## src/pkg/ssar_pkg.sv

```systemverilog
package ssar_pkg;

    // Frame layout on the serial output
    localparam int unsigned FRAME_BITS = 16;
    localparam int unsigned LEAD_ZEROS = 4;
    localparam int unsigned RES_BITS   = 12;

    // Falling-edge numbers within a frame (edge 1 is the first after select falls)
    localparam logic [4:0] EDGE_TRIAL_MSB = 5'h03;  // Last leading zero, first trial set
    localparam logic [4:0] EDGE_FIRST_BIT = 5'h04;  // MSB decided and shown
    localparam logic [4:0] EDGE_LAST_BIT  = 5'h0F;  // LSB decided and shown
    localparam logic [4:0] EDGE_RELEASE   = 5'h10;  // Output released
    localparam logic [4:0] EDGE_CNT_RST   = 5'h00;

    // Result reset value and first trial code
    localparam logic [11:0] CODE_RST      = 12'h000;
    localparam logic [11:0] TRIAL_MSB     = 12'h800;

    // Result FIFO geometry
    localparam int unsigned FIFO_DEPTH    = 32;

    // Driver turn-on after select falls: longest time, rounded down, at least one cycle
    localparam int unsigned CLK_PERIOD_NS = 100;
    localparam int unsigned T_DRIVE_NS    = 20;
    localparam int unsigned DRIVE_CYC_RAW = T_DRIVE_NS / CLK_PERIOD_NS;
    localparam int unsigned DRIVE_CYC     = (DRIVE_CYC_RAW < 1) ? 1 : DRIVE_CYC_RAW;

    // Frame sequencer states
    typedef enum logic [1:0] {
        SSAR_IDLE   = 2'b00,
        SSAR_ACTIVE = 2'b01,
        SSAR_DONE   = 2'b10
    } ssar_state_e;

    // One finished conversion as it travels through the FIFO
    typedef struct packed {
        logic [11:0] code;
        logic        late;   // Set when the previous result was dropped
    } ssar_result_s;

endpackage

```

## src/verilog/ssar_fifo.sv

```systemverilog
`timescale 1ns/100ps
module ssar_fifo #(
    parameter int unsigned WIDTH = 13,
    parameter int unsigned DEPTH = 32
) (
    input  wire logic             clk,
    input  wire logic             rst_n,
    input  wire logic             in_valid,
    output logic                  in_ready,
    input  wire logic [WIDTH-1:0] in_data,
    output logic                  out_valid,
    input  wire logic             out_ready,
    output logic      [WIDTH-1:0] out_data
);
    localparam int unsigned AW = $clog2(DEPTH);

    logic [WIDTH-1:0] mem_q [DEPTH];
    logic [AW:0]      wr_ptr_q;
    logic [AW:0]      rd_ptr_q;
    logic             push;
    logic             pop;

    // Extra pointer bit tells full from empty
    assign in_ready  = !((wr_ptr_q[AW] != rd_ptr_q[AW]) && (wr_ptr_q[AW-1:0] == rd_ptr_q[AW-1:0]));
    assign out_valid = (wr_ptr_q != rd_ptr_q);
    assign push      = in_valid && in_ready;
    assign pop       = out_valid && out_ready;
    assign out_data  = mem_q[rd_ptr_q[AW-1:0]];

    // Storage, no reset needed on data
    always_ff @(posedge clk) begin
        if (push) begin
            mem_q[wr_ptr_q[AW-1:0]] <= in_data;
        end
    end

    // Write pointer
    always_ff @(posedge clk) begin
        if (!rst_n) begin
            wr_ptr_q <= '0;
        end else if (push) begin
            wr_ptr_q <= wr_ptr_q + 1'b1;
        end
    end

    // Read pointer
    always_ff @(posedge clk) begin
        if (!rst_n) begin
            rd_ptr_q <= '0;
        end else if (pop) begin
            rd_ptr_q <= rd_ptr_q + 1'b1;
        end
    end

endmodule // ssar_fifo

```

## src/verilog/ssar_readout.sv

```systemverilog
`timescale 1ns/100ps
// Operation
// - A falling select both starts a new conversion and opens the serial frame carrying its result.
// - The serial result output changes on each falling edge of the serial clock, one new bit per edge.
// - Each frame sends four zero bits first, then the twelve result bits MSB first.
// - The result is plain unsigned binary, zero for the lowest input and rising with the input.
// - The conversion steps are paced by the serial clock, so the host must keep it toggling all frame.
// - The serial output stays released until select falls and is driven shortly after that.
// - The serial output is released again after the falling edge that ends the transfer.
module ssar_readout (
    input  wire logic                  clk,
    input  wire logic                  rst_n,
    input  wire logic                  cs_n,
    input  wire logic                  sclk,
    input  wire logic                  comp_in,
    output logic                       track_hold,
    output logic                [11:0] dac_code,
    output logic                       serial_result_out,
    output logic                       serial_result_oe,
    output logic                       busy,
    output logic                       frame_abort,
    output logic                       result_space,
    output logic                       result_valid,
    input  wire logic                  result_ready,
    output ssar_pkg::ssar_result_s     result_data
);

    ssar_pkg::ssar_state_e state_q;
    logic                  cs_n_q;
    logic                  sclk_q;
    logic                  cs_fall;
    logic                  cs_rise;
    logic                  sclk_fall;
    logic [4:0]            edge_cnt_q;
    logic [4:0]            edge_num;
    logic [11:0]           code_q;
    logic [11:0]           dac_q;
    logic                  sout_q;
    logic                  soe_q;
    logic                  push_q;
    logic                  late_q;
    logic                  abort_q;
    logic                  fifo_in_ready;
    logic                  bit_edge;
    logic [3:0]            bit_idx;
    ssar_pkg::ssar_result_s push_data_q;

    // Bit position decided at a given falling edge: edge 4 gives bit 11, edge 15 bit 0
    function automatic logic [3:0] ssar_bit_index(input logic [4:0] n);
        logic [4:0] idx;
        idx = 5'h0F - n;
        return idx[3:0];
    endfunction

    // Input history for edge detection; pins are already in the clk domain
    always_ff @(posedge clk) begin
        if (!rst_n) begin
            cs_n_q <= 1'b1;
            sclk_q <= 1'b1;
        end else begin
            cs_n_q <= cs_n;
            sclk_q <= sclk;
        end
    end

    assign cs_fall   = cs_n_q && !cs_n;
    assign cs_rise   = !cs_n_q && cs_n;
    assign sclk_fall = sclk_q && !sclk && !cs_n;
    assign edge_num  = edge_cnt_q + 5'h01;
    assign bit_edge  = (state_q == ssar_pkg::SSAR_ACTIVE) && sclk_fall
                       && (edge_num >= ssar_pkg::EDGE_FIRST_BIT) && (edge_num <= ssar_pkg::EDGE_LAST_BIT);
    assign bit_idx   = ssar_bit_index(edge_num);

    // Frame sequencer; select rising mid-frame abandons the conversion
    always_ff @(posedge clk) begin
        if (!rst_n) begin
            state_q <= ssar_pkg::SSAR_IDLE;
        end else begin
            case (state_q)
                ssar_pkg::SSAR_IDLE: begin
                    if (cs_fall) begin
                        state_q <= ssar_pkg::SSAR_ACTIVE;
                    end
                end
                ssar_pkg::SSAR_ACTIVE: begin
                    if (cs_rise) begin
                        state_q <= ssar_pkg::SSAR_IDLE;
                    end else if (sclk_fall && edge_num == ssar_pkg::EDGE_RELEASE) begin
                        state_q <= ssar_pkg::SSAR_DONE;
                    end
                end
                ssar_pkg::SSAR_DONE: begin
                    if (cs_rise) begin
                        state_q <= ssar_pkg::SSAR_IDLE;  // Next frame needs select high first
                    end
                end
                default: begin
                    state_q <= ssar_pkg::SSAR_IDLE;
                end
            endcase
        end
    end

    // Falling-edge counter paces the whole conversion
    always_ff @(posedge clk) begin
        if (!rst_n) begin
            edge_cnt_q <= ssar_pkg::EDGE_CNT_RST;
        end else if (state_q != ssar_pkg::SSAR_ACTIVE) begin
            edge_cnt_q <= ssar_pkg::EDGE_CNT_RST;
        end else if (sclk_fall) begin
            edge_cnt_q <= edge_num;
        end
    end

    // Trial code to the capacitive DAC, one bit per generate slice
    generate
        for (genvar gi = 0; gi < ssar_pkg::RES_BITS; gi++) begin : g_trial
            always_ff @(posedge clk) begin
                if (!rst_n) begin
                    dac_q[gi] <= 1'b0;
                end else if (cs_fall && state_q == ssar_pkg::SSAR_IDLE) begin
                    dac_q[gi] <= 1'b0;
                end else if (state_q == ssar_pkg::SSAR_ACTIVE && sclk_fall
                             && edge_num == ssar_pkg::EDGE_TRIAL_MSB) begin
                    dac_q[gi] <= ssar_pkg::TRIAL_MSB[gi];
                end else if (bit_edge) begin
                    if (bit_idx == 4'(gi)) begin
                        dac_q[gi] <= comp_in;  // Keep trial only if input is at or above it
                    end else if (bit_idx == 4'(gi + 1)) begin
                        dac_q[gi] <= 1'b1;  // Try the next lower weight
                    end
                end
            end
        end
    endgenerate

    // Result word; comparator high means input at or above the trial, so codes rise with input
    always_ff @(posedge clk) begin
        if (!rst_n) begin
            code_q <= ssar_pkg::CODE_RST;
        end else if (cs_fall && state_q == ssar_pkg::SSAR_IDLE) begin
            code_q <= ssar_pkg::CODE_RST;
        end else if (bit_edge) begin
            code_q[bit_idx] <= comp_in;
        end
    end

    // Serial data: zeros, then decided bits, one per falling edge
    always_ff @(posedge clk) begin
        if (!rst_n) begin
            sout_q <= 1'b0;
        end else if (cs_fall && state_q == ssar_pkg::SSAR_IDLE) begin
            sout_q <= 1'b0;  // First leading zero appears with the driver
        end else if (bit_edge) begin
            sout_q <= comp_in;  // MSB first as bit_idx walks down
        end else if (state_q == ssar_pkg::SSAR_ACTIVE && sclk_fall) begin
            sout_q <= 1'b0;  // Remaining leading zeros
        end
    end

    // Output driver: one cycle after select falls, 100 ns at this rate, past the 20 ns turn-on budget
    always_ff @(posedge clk) begin
        if (!rst_n) begin
            soe_q <= 1'b0;
        end else if (cs_fall && state_q == ssar_pkg::SSAR_IDLE) begin
            soe_q <= 1'b1;
        end else if (cs_rise) begin
            soe_q <= 1'b0;
        end else if (state_q == ssar_pkg::SSAR_ACTIVE && sclk_fall && edge_num == ssar_pkg::EDGE_RELEASE) begin
            soe_q <= 1'b0;
        end
    end

    // Finished result into the FIFO; a full FIFO drops it and marks the next one late
    always_ff @(posedge clk) begin
        if (!rst_n) begin
            push_q      <= 1'b0;
            push_data_q <= '0;
        end else if (bit_edge && edge_num == ssar_pkg::EDGE_LAST_BIT) begin
            push_q           <= 1'b1;
            push_data_q.code <= {code_q[11:1], comp_in};
            push_data_q.late <= late_q;
        end else begin
            push_q <= 1'b0;
        end
    end

    // Drop marker; set by a drop, cleared again by the next successful push
    always_ff @(posedge clk) begin
        if (!rst_n) begin
            late_q <= 1'b0;
        end else if (push_q && !fifo_in_ready) begin
            late_q <= 1'b1;
        end else if (push_q) begin
            late_q <= 1'b0;
        end
    end

    // One-cycle pulse when select rises before the frame completed
    always_ff @(posedge clk) begin
        if (!rst_n) begin
            abort_q <= 1'b0;
        end else begin
            abort_q <= cs_rise && (state_q == ssar_pkg::SSAR_ACTIVE);
        end
    end

    ssar_fifo #(
        .WIDTH ($bits(ssar_pkg::ssar_result_s)),
        .DEPTH (ssar_pkg::FIFO_DEPTH)
    ) u_fifo (
        .clk       (clk),
        .rst_n     (rst_n),
        .in_valid  (push_q),
        .in_ready  (fifo_in_ready),
        .in_data   (push_data_q),
        .out_valid (result_valid),
        .out_ready (result_ready),
        .out_data  (result_data)
    );

    // Hold phase lasts while a conversion is running
    assign track_hold        = (state_q != ssar_pkg::SSAR_ACTIVE);
    assign dac_code          = dac_q;
    assign serial_result_out = sout_q;
    assign serial_result_oe  = soe_q;
    assign busy              = (state_q == ssar_pkg::SSAR_ACTIVE);
    assign frame_abort       = abort_q;
    assign result_space      = fifo_in_ready;

endmodule // ssar_readout

```

## config.mk

```make
export PLATFORM = sky130hd
export DESIGN_NAME = ssar_readout
export DESIGN_NICKNAME = d
export VERILOG_FILES = /design/src/pkg/ssar_pkg.sv /design/src/verilog/ssar_fifo.sv /design/src/verilog/ssar_readout.sv
export SDC_FILE = /design/constraint.sdc
export NUM_CORES = 1
export LEC_CHECK = 0
export BUFFER_PORTS_ARGS = -buffer_cell sky130_fd_sc_hd__buf_2
export CAP_MARGIN = 20
export CORE_MARGIN = 3
export CORE_UTILIZATION = 30
export DETAILED_ROUTE_END_ITERATION = 8
export MAX_ROUTING_LAYER = met4
export PLACE_DENSITY_LB_ADDON = 0.2
export SLEW_MARGIN = 20
export SYNTH_ARGS = -nofsm -noshare
export SYNTH_HDL_FRONTEND = slang
export SYNTH_SLANG_ARGS = --single-unit
```

## constraint.sdc

```tcl
create_clock -name clk -period 7.5 [get_ports clk]
set_input_delay 1.125 -clock clk [delete_from_list [all_inputs] [get_ports clk]]
set_output_delay 1.125 -clock clk [all_outputs]
set_load 0.005 [all_outputs]
```

## Yosys cells after proc, flatten, opt, wreduce, memory -nomap -nowiden

Memories as Yosys holds them, arrays and structs flattened. A register that Yosys moved wholly into a read port is not among the register bits.
Cells that the tools add are included.

- Flip-flop bits (word level): 63
- Bits in writable memories: 416
- Input port bits: 6
- Output and inout port bits: 32
- Word-level logic and storage cells: 162
- Memories kept: 1

Memory list:

| memory | depth | width | rd ports | clocked after Yosys merged registers in | write ports | RTL line | RTL |
|---|---|---|---|---|---|---|---|
| u_fifo.mem_q | 32 | 13 | 1 | 1 | 1 | ssar_fifo.sv:17 | `logic [WIDTH-1:0] mem_q [DEPTH];` |

- $add $sub $neg: 4
- Order comparisons: 4
- Equal/unequal tests: 24
- Muxes and demuxes: 46
- Bitwise operators: 1
- Reductions and logical operators: 56

Operators by type and width:

| cell | number |
|---|---|
| $mux W1 | 37 |
| $reduce_bool A2 Y1 | 14 |
| $reduce_and A2 Y1 | 12 |
| $eq A4 B4 Y1 const B | 5 |
| $logic_and A1 B1 Y1 | 18 |
| $eq A4 B3 Y1 const B | 4 |
| $add A6 B1 Y6 const B | 2 |
| $bwmux W12 | 1 |
| $mux W5 | 2 |
| $eq A4 B2 Y1 const B | 2 |
| $mux W2 | 4 |
| $ne A6 B6 Y1 | 1 |
| $pmux W2 S3 | 1 |
| $reduce_bool A3 Y1 | 2 |
| $add A5 B1 Y5 const B | 1 |
| $eq A5 B2 Y1 const B | 1 |
| $eq A5 B4 Y1 const B | 1 |
| $eq A5 B5 Y1 | 1 |
| $eq A5 B5 Y1 const B | 1 |
| $ge A5 B3 Y1 const B | 1 |
| $le A5 B4 Y1 const B | 1 |
| $lt A4 B5 Y1 const B | 1 |
| $demux W1 S4 | 1 |
| $eq A4 B1 Y1 const B | 1 |
| other kinds (15) | 20 |

## Logic depth before layout (Yosys ltp)

Gate-level depths: netlist of the first run.

- Depth in word-level cells: 8
- Mapped depth: 9
- Depth with buffers taken out: 7

## Hierarchy

Synthesis of the first run repeated with hierarchy kept, for this count alone.

- Cell total of the unflattened synthesis: 1,263
- Area, all modules: 19,408.6 um2

Modules (own cells, without submodules):

| module | times used | cells an instance | area each (um2) | sequential area each (um2) |
|---|---|---|---|---|
| ssar_fifo | 1 | 1,009 | 17,122.7 | 12,832.3 |
| ssar_readout | 1 | 254 | 2,285.9 | 1,001.0 |

## Worst setup path before layout of the first run

Ideal clock, no wire load.

- Path type: register to output
- Start point: register with a tool-made name
- End point: output result_data[0] (netlist name)
- Arrival: 2.162 ns
- Data required time: 6.375 ns
- Path slack: 4.213 ns
- Stages on the path, launching flop included: 7
- Path buffers: 3
- Cells stage by stage: dfxtp_1 clkbuf_1 buf_1 clkbuf_1 mux4_2 mux4_2 mux2_2

RTL lines:

| element | RTL line | RTL |
|---|---|---|
| end, declared | ssar_readout.sv:25 | `output ssar_pkg::ssar_result_s result_data` |

==> impl_results.md, run 1 <==
* Status: finished, final reports clean
* Final-stage net count at 1057
* Synthesized area at 18920 um2
* Congestion Overflow GR at 0
* DP HPWL at 25290 um
* Critical Path RT at 6.38 ns
* CTS buffer count at 51
* First-pass GRT wire length at 66610 um
* Endpoints failing hold at 0
* Startpoint types: flip-flop
* Clock-pin transition on the worst setup and hold timing paths at 0.06 ns
* R2R Path Start: u_fifo.wr_ptr_q[2]
* Syn avg cell area at 19.73 um2
* Final hold slack at 0.4630 ns
* Clock Tree Buf Depth at 3
* #FFs+latches synth at 483
* Hold Buf Count CTS at 0
* Distinct cells, synth at 54
* Worst path top cell family by delay: multiplexers
* Syn Nets at 975
* Ys flop type: edfxtp_1
* Core Box Area at 62050 um2
* Gpl congestion at 0.7320
* Register-to-register setup slack at 4.56 ns
* Filler cell count at 5829
* Synth warnings at 0
* Post-layout min period at 4.882 ns
* Vias/cell at 4.821
* Critical path depth at 5
* Setup repair bufs after CTS at 0
* Number of global-route vias before repair at 9732
* Width of the die at 257.1 um
* Crit share post-route at 65.09%
* Final antenna-violating net count at 0
* Clock insertion delay at the later pin of the skew report at 0.59 ns
* Die Y at 257.1 um
* Critical path type: flip-flop to output pin
* CTS tree: yes
* CP max stage delay at 0.94 ns
* Hold Crit Class: flip-flop to flip-flop
* Crit. End Element: output pin
* Port Buf Inserts at 37
* Initial antenna violation count at 0
* Global Route Usage Sum at 14.11%
* Ant diodes at 0
* Root Buffer: clkbuf_16
* Routed WL per cell at 23.33 um
* CP arrival at 3.76 ns
* Via count at 9246
* Static leakage at 5.730 nW
* MaxCap Viol Count at 0
* Starting Density at 30.49%
* Drt initial violations at 826
* Peak supply drop at 0.1555 mV
* Pre-antenna DRT Iters at 5
* Pin count of the biggest net entering global routing at 63
* Worst-Margin Slew at 1.098 ns
* Slowest stage cell on the critical path: dfxtp_4
* # DRC at 0
* Crit path max fanout at 62
* CTS resizes at 0
* Buf/Inv on CP at 2
* Post-synth EDFFs at 416
* Setup TNS at 0 ns
* CP cell instances: buf_12, mux4_2, mux4_2, mux2_2, buf_2
* Cells after synthesis at 959
* Slew HR at 26.71%
* DIE AREA at 66110 um2
* Ports at 38
* Clock Sinks at 483
* H-tree depth at 2
* Seq/Total Area, Yosys at 73.12%
* Slew Viols, Final at 0
* Achievable Freq at 204.8 MHz
* Final Setup Violations at 0
* RSZ-0062 raised after global routing: false
* Final setup skew at 0.01601 ns
* Share of cells above drive strength 1 at 29.42%
* Pwr dens at 247.4 nW/um2
* CP most frequent cell: mux4_2
* Critical path destination: result_data[2]
* Row count at 91
* Synthesis-to-layout area growth at 15.79%
* Post-synth ARST share at 0%
* Reg2reg path depth at 6
* Reg-to-Reg End: u_fifo.mem_q[30][6]
* WL final at 44750 um
-- cells in the final DEF, fill, tap and decap left out, types with 17 or more instances in the layout --
master / instances
mux4_2: 130
buf_4: 37
dfxtp_1: 52
nor2_1: 71
nand2_1: 29
clkbuf_16: 52
a21oi_1: 17
mux2i_1: 22
buf_2: 37
edfxtp_1: 416
-- state kept, by name (all words and copies together) (netlist names), named ones only --
signal and cells:
u_fifo.rd_ptr_q 6, push_data_q 13, sclk_q 1, dac_code 12, state_q 2, frame_abort 1, push_q 1, serial_result_oe 1
late_q 1, u_fifo.mem_q 416, code_q 11, edge_cnt_q 5, cs_n_q 1, u_fifo.wr_ptr_q 6, serial_result_out 1
-- final cells by class --
type	count	area (um2)	area share [%]
Multi-Input combinational cell	418	4800	21.91
Timing Repair Buffer	75	483.0	2.205
Tap cell	837	1047	4.781
Clock inverter	26	265.3	1.211
Inverter	12	45.04	0.2056
Sequential cell	483	13860	63.26
Clock buffer	67	1408	6.426
-- where the power goes --
group          switching [W]  internal [W]  leakage (nW)  total [W]
clock                0.00103       0.00149         0.822    0.00252
sequential        0.00000144       0.00287          3.47    0.00288
combinational      0.0000180    0.00000649          1.44  0.0000245
total                0.00105       0.00437          5.73    0.00542
-- routing by layer --
metal  global-route usage (%)  vias to the layer above  routed length, um
li1                         -                     4081                  -
met4                    3.260                        0                680
met2                    21.57                      184              21160
met5                        -                        -                  0
met3                    1.988                       49               1737
met1                    20.08                     4932              21180
-- synth_stat cells (all sizes together), types with 4 or more instances --
library cell	number	area [um2]
ha	10	125.1
nor2	71	266.5
nand2	29	108.9
o31ai	6	45.04
clkbuf	24	90.09
buf	22	150.2
xnor2	9	78.83
mux4	130	2928
a211oi	14	110.1
nand4	7	43.79
nand3b	4	30.03
inv	11	41.29
or3	7	43.79
a21oi	17	85.08
o21ai	6	30.03
edfxtp	416	12490
dfxtp	67	1341
nand2b	8	50.05
nor3	8	45.04
xor2	8	70.07
nand3	7	35.03
mux2	13	146.4
mux2i	22	220.2
-- worst register-to-register path: stages, from the launching register on --
cell	delay, ns
dfxtp_1	0.55
xnor2_1	0.12
nand2_1	0.20
o31a_1	0.29
nand2_1	0.25
nor2_1	0.87
buf_4	0.35
-- per-stage QoR --
step	instance area (um2)	utilization [%]	total power, W	worst slack [ns]	cells
after CTS	21890	35.28	0.005487	2.474	1918
after floorplan	18920	-	0.002949	4.213	959
after detailed placement	20220	32.58	0.002958	3.108	1825
final	21900	35.30	0.005419	2.618	1918
after global routing	21900	35.30	0.005593	2.360	1918
after global placement	20220	32.58	0.002958	3.112	1825
-- how the worst min path moves through the flow --
| stage | start | endpoint | slack (ns) | cells after the start |
|---|---|---|---|---|
| after floorplan | state_q[0] | state_q[0] | 0.43 | 1 |
| after global placement | state_q[0] | state_q[0] | 0.45 | 1 |
| after detailed placement | dac_code[2] | dac_code[2] | 0.46 | 2 |
| after CTS | code_q[9] | code_q[9] | 0.47 | 2 |
| after global routing | code_q[6] | code_q[6] | 0.50 | 2 |
| final | dac_code[2] | dac_code[2] | 0.46 | 2 |
-- logic make-up (layout without fill, tap and decap cells) --
group / after synthesis / count (layout) / synth area share [%]
and+or+nand+nor: 162 / 162 / 4.107
muxes: 165 / 165 / 17.41
DFF: 483 / 483 / 73.12
adders and majority gates: 10 / 10 / 0.6614
xor gates and xnor gates: 17 / 17 / 0.7871
buffers and inverters: 58 / 180 / 1.508
AOI/OAI and AO/OA: 64 / 64 / 2.401
Note: power is estimated with default switching activity, not from simulation.
==> run 2: changes to the inputs <==
==> constraint.sdc (replaced) <==
create_clock -name clk -period 5.1 [get_ports clk]
set_input_delay 0.765 -clock clk [delete_from_list [all_inputs] [get_ports clk]]
set_output_delay 0.765 -clock clk [all_outputs]
set_load 0.005 [all_outputs]
==> run 2 against run 1 <==
  * Clock power up 37%
  * Cell area shrank 0.38%
  * Clock skew rose by 0.0013 ns
  * Critical path depth stayed put
  * Sequential cell count unchanged
  * Wire length down 1.1%
  * Largest power group unchanged
==> impl_results.md, run 2 (synthesis results as in run 1) <==
* Setup repair bufs after CTS at 0 (unchanged)
* Critical path type: flip-flop to output pin
* Share of cells above drive strength 1 at 28.98% (-0.44 points)
* Hold Buf Count CTS at 0 (unchanged)
* Achievable Freq at 247.4 MHz
* Final setup skew at 0.01729 ns (+0.001284 ns)
* Commonest non-fill, non-tap cell in the layout: edfxtp_1
* Endpoints failing hold at 0 (unchanged)
* RSZ-0062 raised after global routing: false
* Clock Tree Buf Depth at 3 (unchanged)
* Die Y at 257.1 um (unchanged)
* Static leakage at 5.685 nW (-0.78%)
* Final Setup Violations at 0 (unchanged)
* # DRC at 0 (unchanged)
* Hold Crit Class: input pin to flip-flop
* Gpl congestion at 0.7294 (-0.36%)
* Startpoint types: flip-flop
* Ports at 38 (unchanged)
* Port Buf Inserts at 37 (unchanged)
* Worst-Margin Slew at 1.033 ns (-0.06442 ns)
* Congestion Overflow GR at 0 (unchanged)
* Post-layout min period at 4.042 ns
* Clock insertion delay at the later pin of the skew report at 0.58 ns (about the same)
* DP HPWL at 25420 um (+0.49%)
* Critical Path RT at 4.34 ns (-2.04 ns)
* Filler cell count at 5825 (-0.069%)
* Synthesis-to-layout area growth at 15.34%
* CP arrival at 3.28 ns (-0.48 ns)
* Final hold slack at 0.3760 ns (-0.08696 ns)
* First-pass GRT wire length at 66180 um (-0.65%)
* Clock-pin transition on the worst setup and hold timing paths at 0.06 ns (about the same)
* Core Box Area at 62050 um2 (unchanged)
* CTS buffer count at 51 (unchanged)
* CTS resizes at 0 (unchanged)
* Slew HR at 31.01% (+4.3 points)
* MaxCap Viol Count at 0 (unchanged)
* Final-stage net count at 1061 (+0.38%)
* Drt initial violations at 773 (-6.4%)
* Status: finished, final reports clean
* Row count at 91 (unchanged)
* Most frequent cells in the layout: edfxtp_1 (416), mux4_2 (130), nor2_1 (71)
* DIE AREA at 66110 um2 (unchanged)
* Starting Density at 30.49% (unchanged)
* Pin count of the biggest net entering global routing at 47 (-25%)
* Pre-antenna DRT Iters at 5 (unchanged)
* Width of the die at 257.1 um (unchanged)
* Vias/cell at 4.819 (about the same)
* Crit path max fanout at 46 (-26%)
* Pwr dens at 353.0 nW/um2 (+43%)
* Global Route Usage Sum at 13.90% (-0.20 points)
* Root Buffer: clkbuf_16
* Clock Sinks at 483 (unchanged)
* Slew Viols, Final at 0 (unchanged)
* Peak supply drop at 0.2210 mV (+42%)
* Ant diodes at 0 (unchanged)
* Final antenna-violating net count at 0 (unchanged)
* Initial antenna violation count at 0 (unchanged)
* Crit. End Element: output pin
* Core Util, Final at 35.16% (-0.14 points)
* Crit share post-route at 79.25%
* Max reg flops at 416 (unchanged)
* Number of global-route vias before repair at 9770 (+0.39%)
* WL final at 44250 um (-1.1%)
* H-tree depth at 2 (unchanged)
* CTS tree: yes
* Via count at 9238 (-0.087%)
* Routed WL per cell at 23.08 um (-1.1%)
* Setup TNS at 0 ns (unchanged)
==> run 2: cell count changes in the layout (fill, tap and decap cells not counted), moves of 2 or more <==
cell,delta
buf_12,+2
inv_6,-2
clkbuf_8,-2
clkbuf_1,+3
bufinv_16,-4
==> run 2: final timing paths <==
| check | endpoint | cells after the start | slack (ns) | startpoint |
|---|---|---|---|---|
| setup / recovery | result_data[10] | 5 | 1.06 | flip-flop |
| hold / removal | sclk_q | 2 | 0.38 | sclk |
| setup reg to reg | push_data_q[0] | 6 | 2.19 | edge_cnt_q[0] |
| hold reg to reg | dac_code[2] | 2 | 0.46 | dac_code[2] |
==> run 2: layout make-up <==
class	instances	area (um2)	area share, %
sequential	483	13860	63.50
inverter	12	45.04	0.2064
timing repair buffer	79	545.5	2.500
multi-input combinational	418	4800	22.00
clock buffer	69	1416	6.491
tap	837	1047	4.799
clock inverter	19	110.1	0.5046
==> run 2: stage by stage <==
step           cells  setup slack [ns]  total power, W  instance area [um2]
2_1_floorplan    959             2.173        0.004336                18920
3_3_place_gp    1828             1.618        0.004349                20260
3_5_place_dp    1828             1.587        0.004350                20270
4_1_cts         1916            0.9539        0.007808                21800
5_1_grt         1917            0.8800        0.007977                21820
6_report        1917             1.058        0.007703                21820
==> run 2: layer usage <==
metal | share of wire (%) | track usage, %
met5 | 0 | -
met4 | 1.7 | 3.496
met3 | 4.1 | 2.086
met2 | 47 | 21.32
met1 | 47 | 19.53
==> run 2: power breakdown <==
group	switching, W	leakage (nW)	internal, W
logic	0.0000258	1.47	0.00000954
registers	0.00000214	3.47	0.00423
clock network	0.00146	0.749	0.00198
==> run 2: critical path: stages, from the launching register on <==
cell,delay [ns]
dfxtp_4,0.88
buf_4,0.46
mux4_2,0.38
mux4_2,0.52
mux2_2,0.30
buf_2,0.14
==> run 3: changes to the inputs <==
==> constraint.sdc (replaced) <==
create_clock -name clk -period 4.15 [get_ports clk]
set_input_delay 0.6225 -clock clk [delete_from_list [all_inputs] [get_ports clk]]
set_output_delay 0.6225 -clock clk [all_outputs]
set_load 0.005 [all_outputs]
==> run 3 against run 2 <==
  * Sequential cell count did not move
  * Sequential share of layout area decreased by 0.23 points
  * Register-to-register slack worse by 0.98 ns
  * Largest cell class unchanged
  * Largest power group unchanged
  * Highest routed layer unchanged
==> impl_results.md, run 3 (synthesis results as in run 1) <==
* Hold depth at 2 (unchanged)
* Switching share of total power at 19.15% (-0.19 points)
* Ports at 38 (unchanged)
* Initial antenna violation count at 0 (unchanged)
* Final antenna-violating net count at 0 (unchanged)
* Clock insertion delay at the later pin of the skew report at 0.58 ns (about the same)
* Register-to-register setup slack at 1.21 ns (-0.98 ns)
* Critical path type: flip-flop to output pin
* # DRC at 0 (unchanged)
* DIE AREA at 66110 um2 (unchanged)
* Achievable Freq at 266.8 MHz
* Post-layout min period at 3.748 ns
* Static leakage at 6.000 nW (+5.5%)
* Design Area, Final at 21890 um2 (+0.34%)
* Synthesis-to-layout area growth at 15.73%
* CTS tree: yes
* Pin count of the biggest net entering global routing at 34 (-28%)
* Sequential power share at 54.6% (-0.3 points)
* Hold Crit Class: input pin to flip-flop
* CP arrival at 3.13 ns (-0.15 ns)
* CTS buffer count at 50 (-2.0%)
* Port Buf Inserts at 37 (unchanged)
* Status: finished, final reports clean
* Starting Density at 30.49% (unchanged)
* R2R Path Start: edge_cnt_q[0]
* Post-Place Cells at 1835 (+0.38%)
* Crit share post-route at 90.31%
* Clock Tree Buf Depth at 3 (unchanged)
* Drt initial violations at 716 (-7.4%)
* Final-stage net count at 1066 (+0.47%)
* Final Setup Violations at 0 (unchanged)
* Layout Cells excl Fill at 1922 (+0.26%)
* Slew Viols, Final at 0 (unchanged)
* Clock-pin transition on the worst setup and hold timing paths at 0.05 ns (about the same)
* Comb power frac at 0.5% (about the same)
* Multi-input gate area at 4800 um2 (unchanged)
* Reg-to-Reg End: push_data_q[7]
* Setup repair bufs after CTS at 0 (unchanged)
* WL final at 43980 um (-0.62%)
* CTS resizes at 0 (unchanged)
* Most frequent cells in the layout: edfxtp_1 (416), mux4_2 (130), nor2_1 (71)
* Clock Sinks at 483 (unchanged)
* Max reg flops at 416 (unchanged)
* Flip-flop and latch area at 13850 um2 (about the same)
* Startpoint types: flip-flop
* Commonest non-fill, non-tap cell in the layout: edfxtp_1
* RSZ-0062 raised after global routing: false
* Hold Buf Count CTS at 0 (unchanged)
* Clock share of power at 44.9% (+0.3 points)
* Endpoints failing hold at 0 (unchanged)
* Routed WL per cell at 22.88 um (-0.88%)
* Critical Path RT at 3.53 ns (-0.81 ns)
* Reg2reg path depth at 6 (unchanged)
* Via count at 9301 (+0.68%)
* Final total power at 0.009518 W (+24%)
* Hold Crit Start: sclk
* Number of global-route vias before repair at 9793 (+0.24%)
* Final setup skew at 0.01633 ns (-0.0009636 ns)
* Pre-antenna DRT Iters at 4 (-1)
* DP HPWL at 26390 um (+3.8%)
* Root Buffer: clkbuf_16
* Hold Path End: sclk_q
* Die Y at 257.1 um (unchanged)
* Gpl congestion at 0.7442 (+2.0%)
* Setup TNS at 0 ns (unchanged)
* Core Box Area at 62050 um2 (unchanged)
* Core Util, Final at 35.28% (+0.12 points)
* H-tree depth at 2 (unchanged)
* Slew HR at 29.69% (-1.3 points)
* Width of the die at 257.1 um (unchanged)
* Worst-Margin Slew at 1.053 ns (+0.01974 ns)
* Int Power at 0.007695 W (+24%)
* Row count at 91 (unchanged)
* Share of cells above drive strength 1 at 29.31% (+0.33 points)
* Crit path max fanout at 21 (-54%)
* Crit. End Element: output pin
* Net Switching at 0.001823 W (+22%)
* Global Route Usage Sum at 13.81% (-0.093 points)
* First-pass GRT wire length at 65850 um (-0.49%)
* MaxCap Viol Count at 0 (unchanged)
* Congestion Overflow GR at 0 (unchanged)
* Filler cell count at 5812 (-0.22%)
* Area after DPL at 20340 um2 (+0.36%)
* Pwr dens at 434.7 nW/um2 (+23%)
* Ant diodes at 0 (unchanged)
* Vias/cell at 4.839 (+0.42%)
* Peak supply drop at 0.2680 mV (+21%)
[run 3: changes by cell type in the layout (fill, tap and decap cells not counted), sizes merged]
cell / delta
buf: +6
bufinv: +2
inv: +1
clkbuf: -1
clkinv: -3
[run 3: per-stage QoR]
step	worst slack, ns	hold slack, ns
after floorplan	1.365	0.4316
after global placement	0.9068	0.4429
after detailed placement	0.9011	0.4529
after CTS	0.2744	0.2204
after global routing	0.2337	0.2600
final	0.4022	0.2532
[run 3: area by class of cell]
class,count,share of cell area (%)
multi-input combinational,418,21.92
inverter,12,0.2057
tap,837,4.783
timing repair buffer,85,2.777
sequential,483,63.27
clock buffer,68,6.275
clock inverter,19,0.7658
[run 3: how the worst max path moves through the flow]
stage               from         endpoint  slack (ns)  depth (start not counted)
2_1_floorplan  flip-flop   result_data[0]        1.37                          6
3_3_place_gp   flip-flop   result_data[4]        0.91                          5
3_5_place_dp   flip-flop   result_data[4]        0.90                          5
4_1_cts        flip-flop   result_data[4]        0.27                          5
5_1_grt        flip-flop   result_data[4]        0.23                          5
6_report       flip-flop  result_data[11]        0.40                          5
[run 3: critical path, stage by stage (launching register included)]
cell and delay [ns]:
dfxtp_4 0.65, buf_4 0.35, mux4_2 0.57, mux4_2 0.52, mux2_2 0.31, buf_2 0.13
[run 3: routing by layer]
metal | part of all wire (%) | GRT usage, %
met1 | 47 | 19.61
met3 | 3.5 | 1.860
met2 | 47 | 21.03
met4 | 1.9 | 3.638
met5 | 0 | -
[run 3: power by group through the flow]
stage	sequential (W)	clock [W]	combinational, W
after floorplan	0.00530	0	0.0000275
after global placement	0.00530	0	0.0000455
after detailed placement	0.00530	0	0.0000458
after CTS	0.00520	0.00440	0.0000459
after global routing	0.00519	0.00459	0.0000501
final	0.00520	0.00427	0.0000451
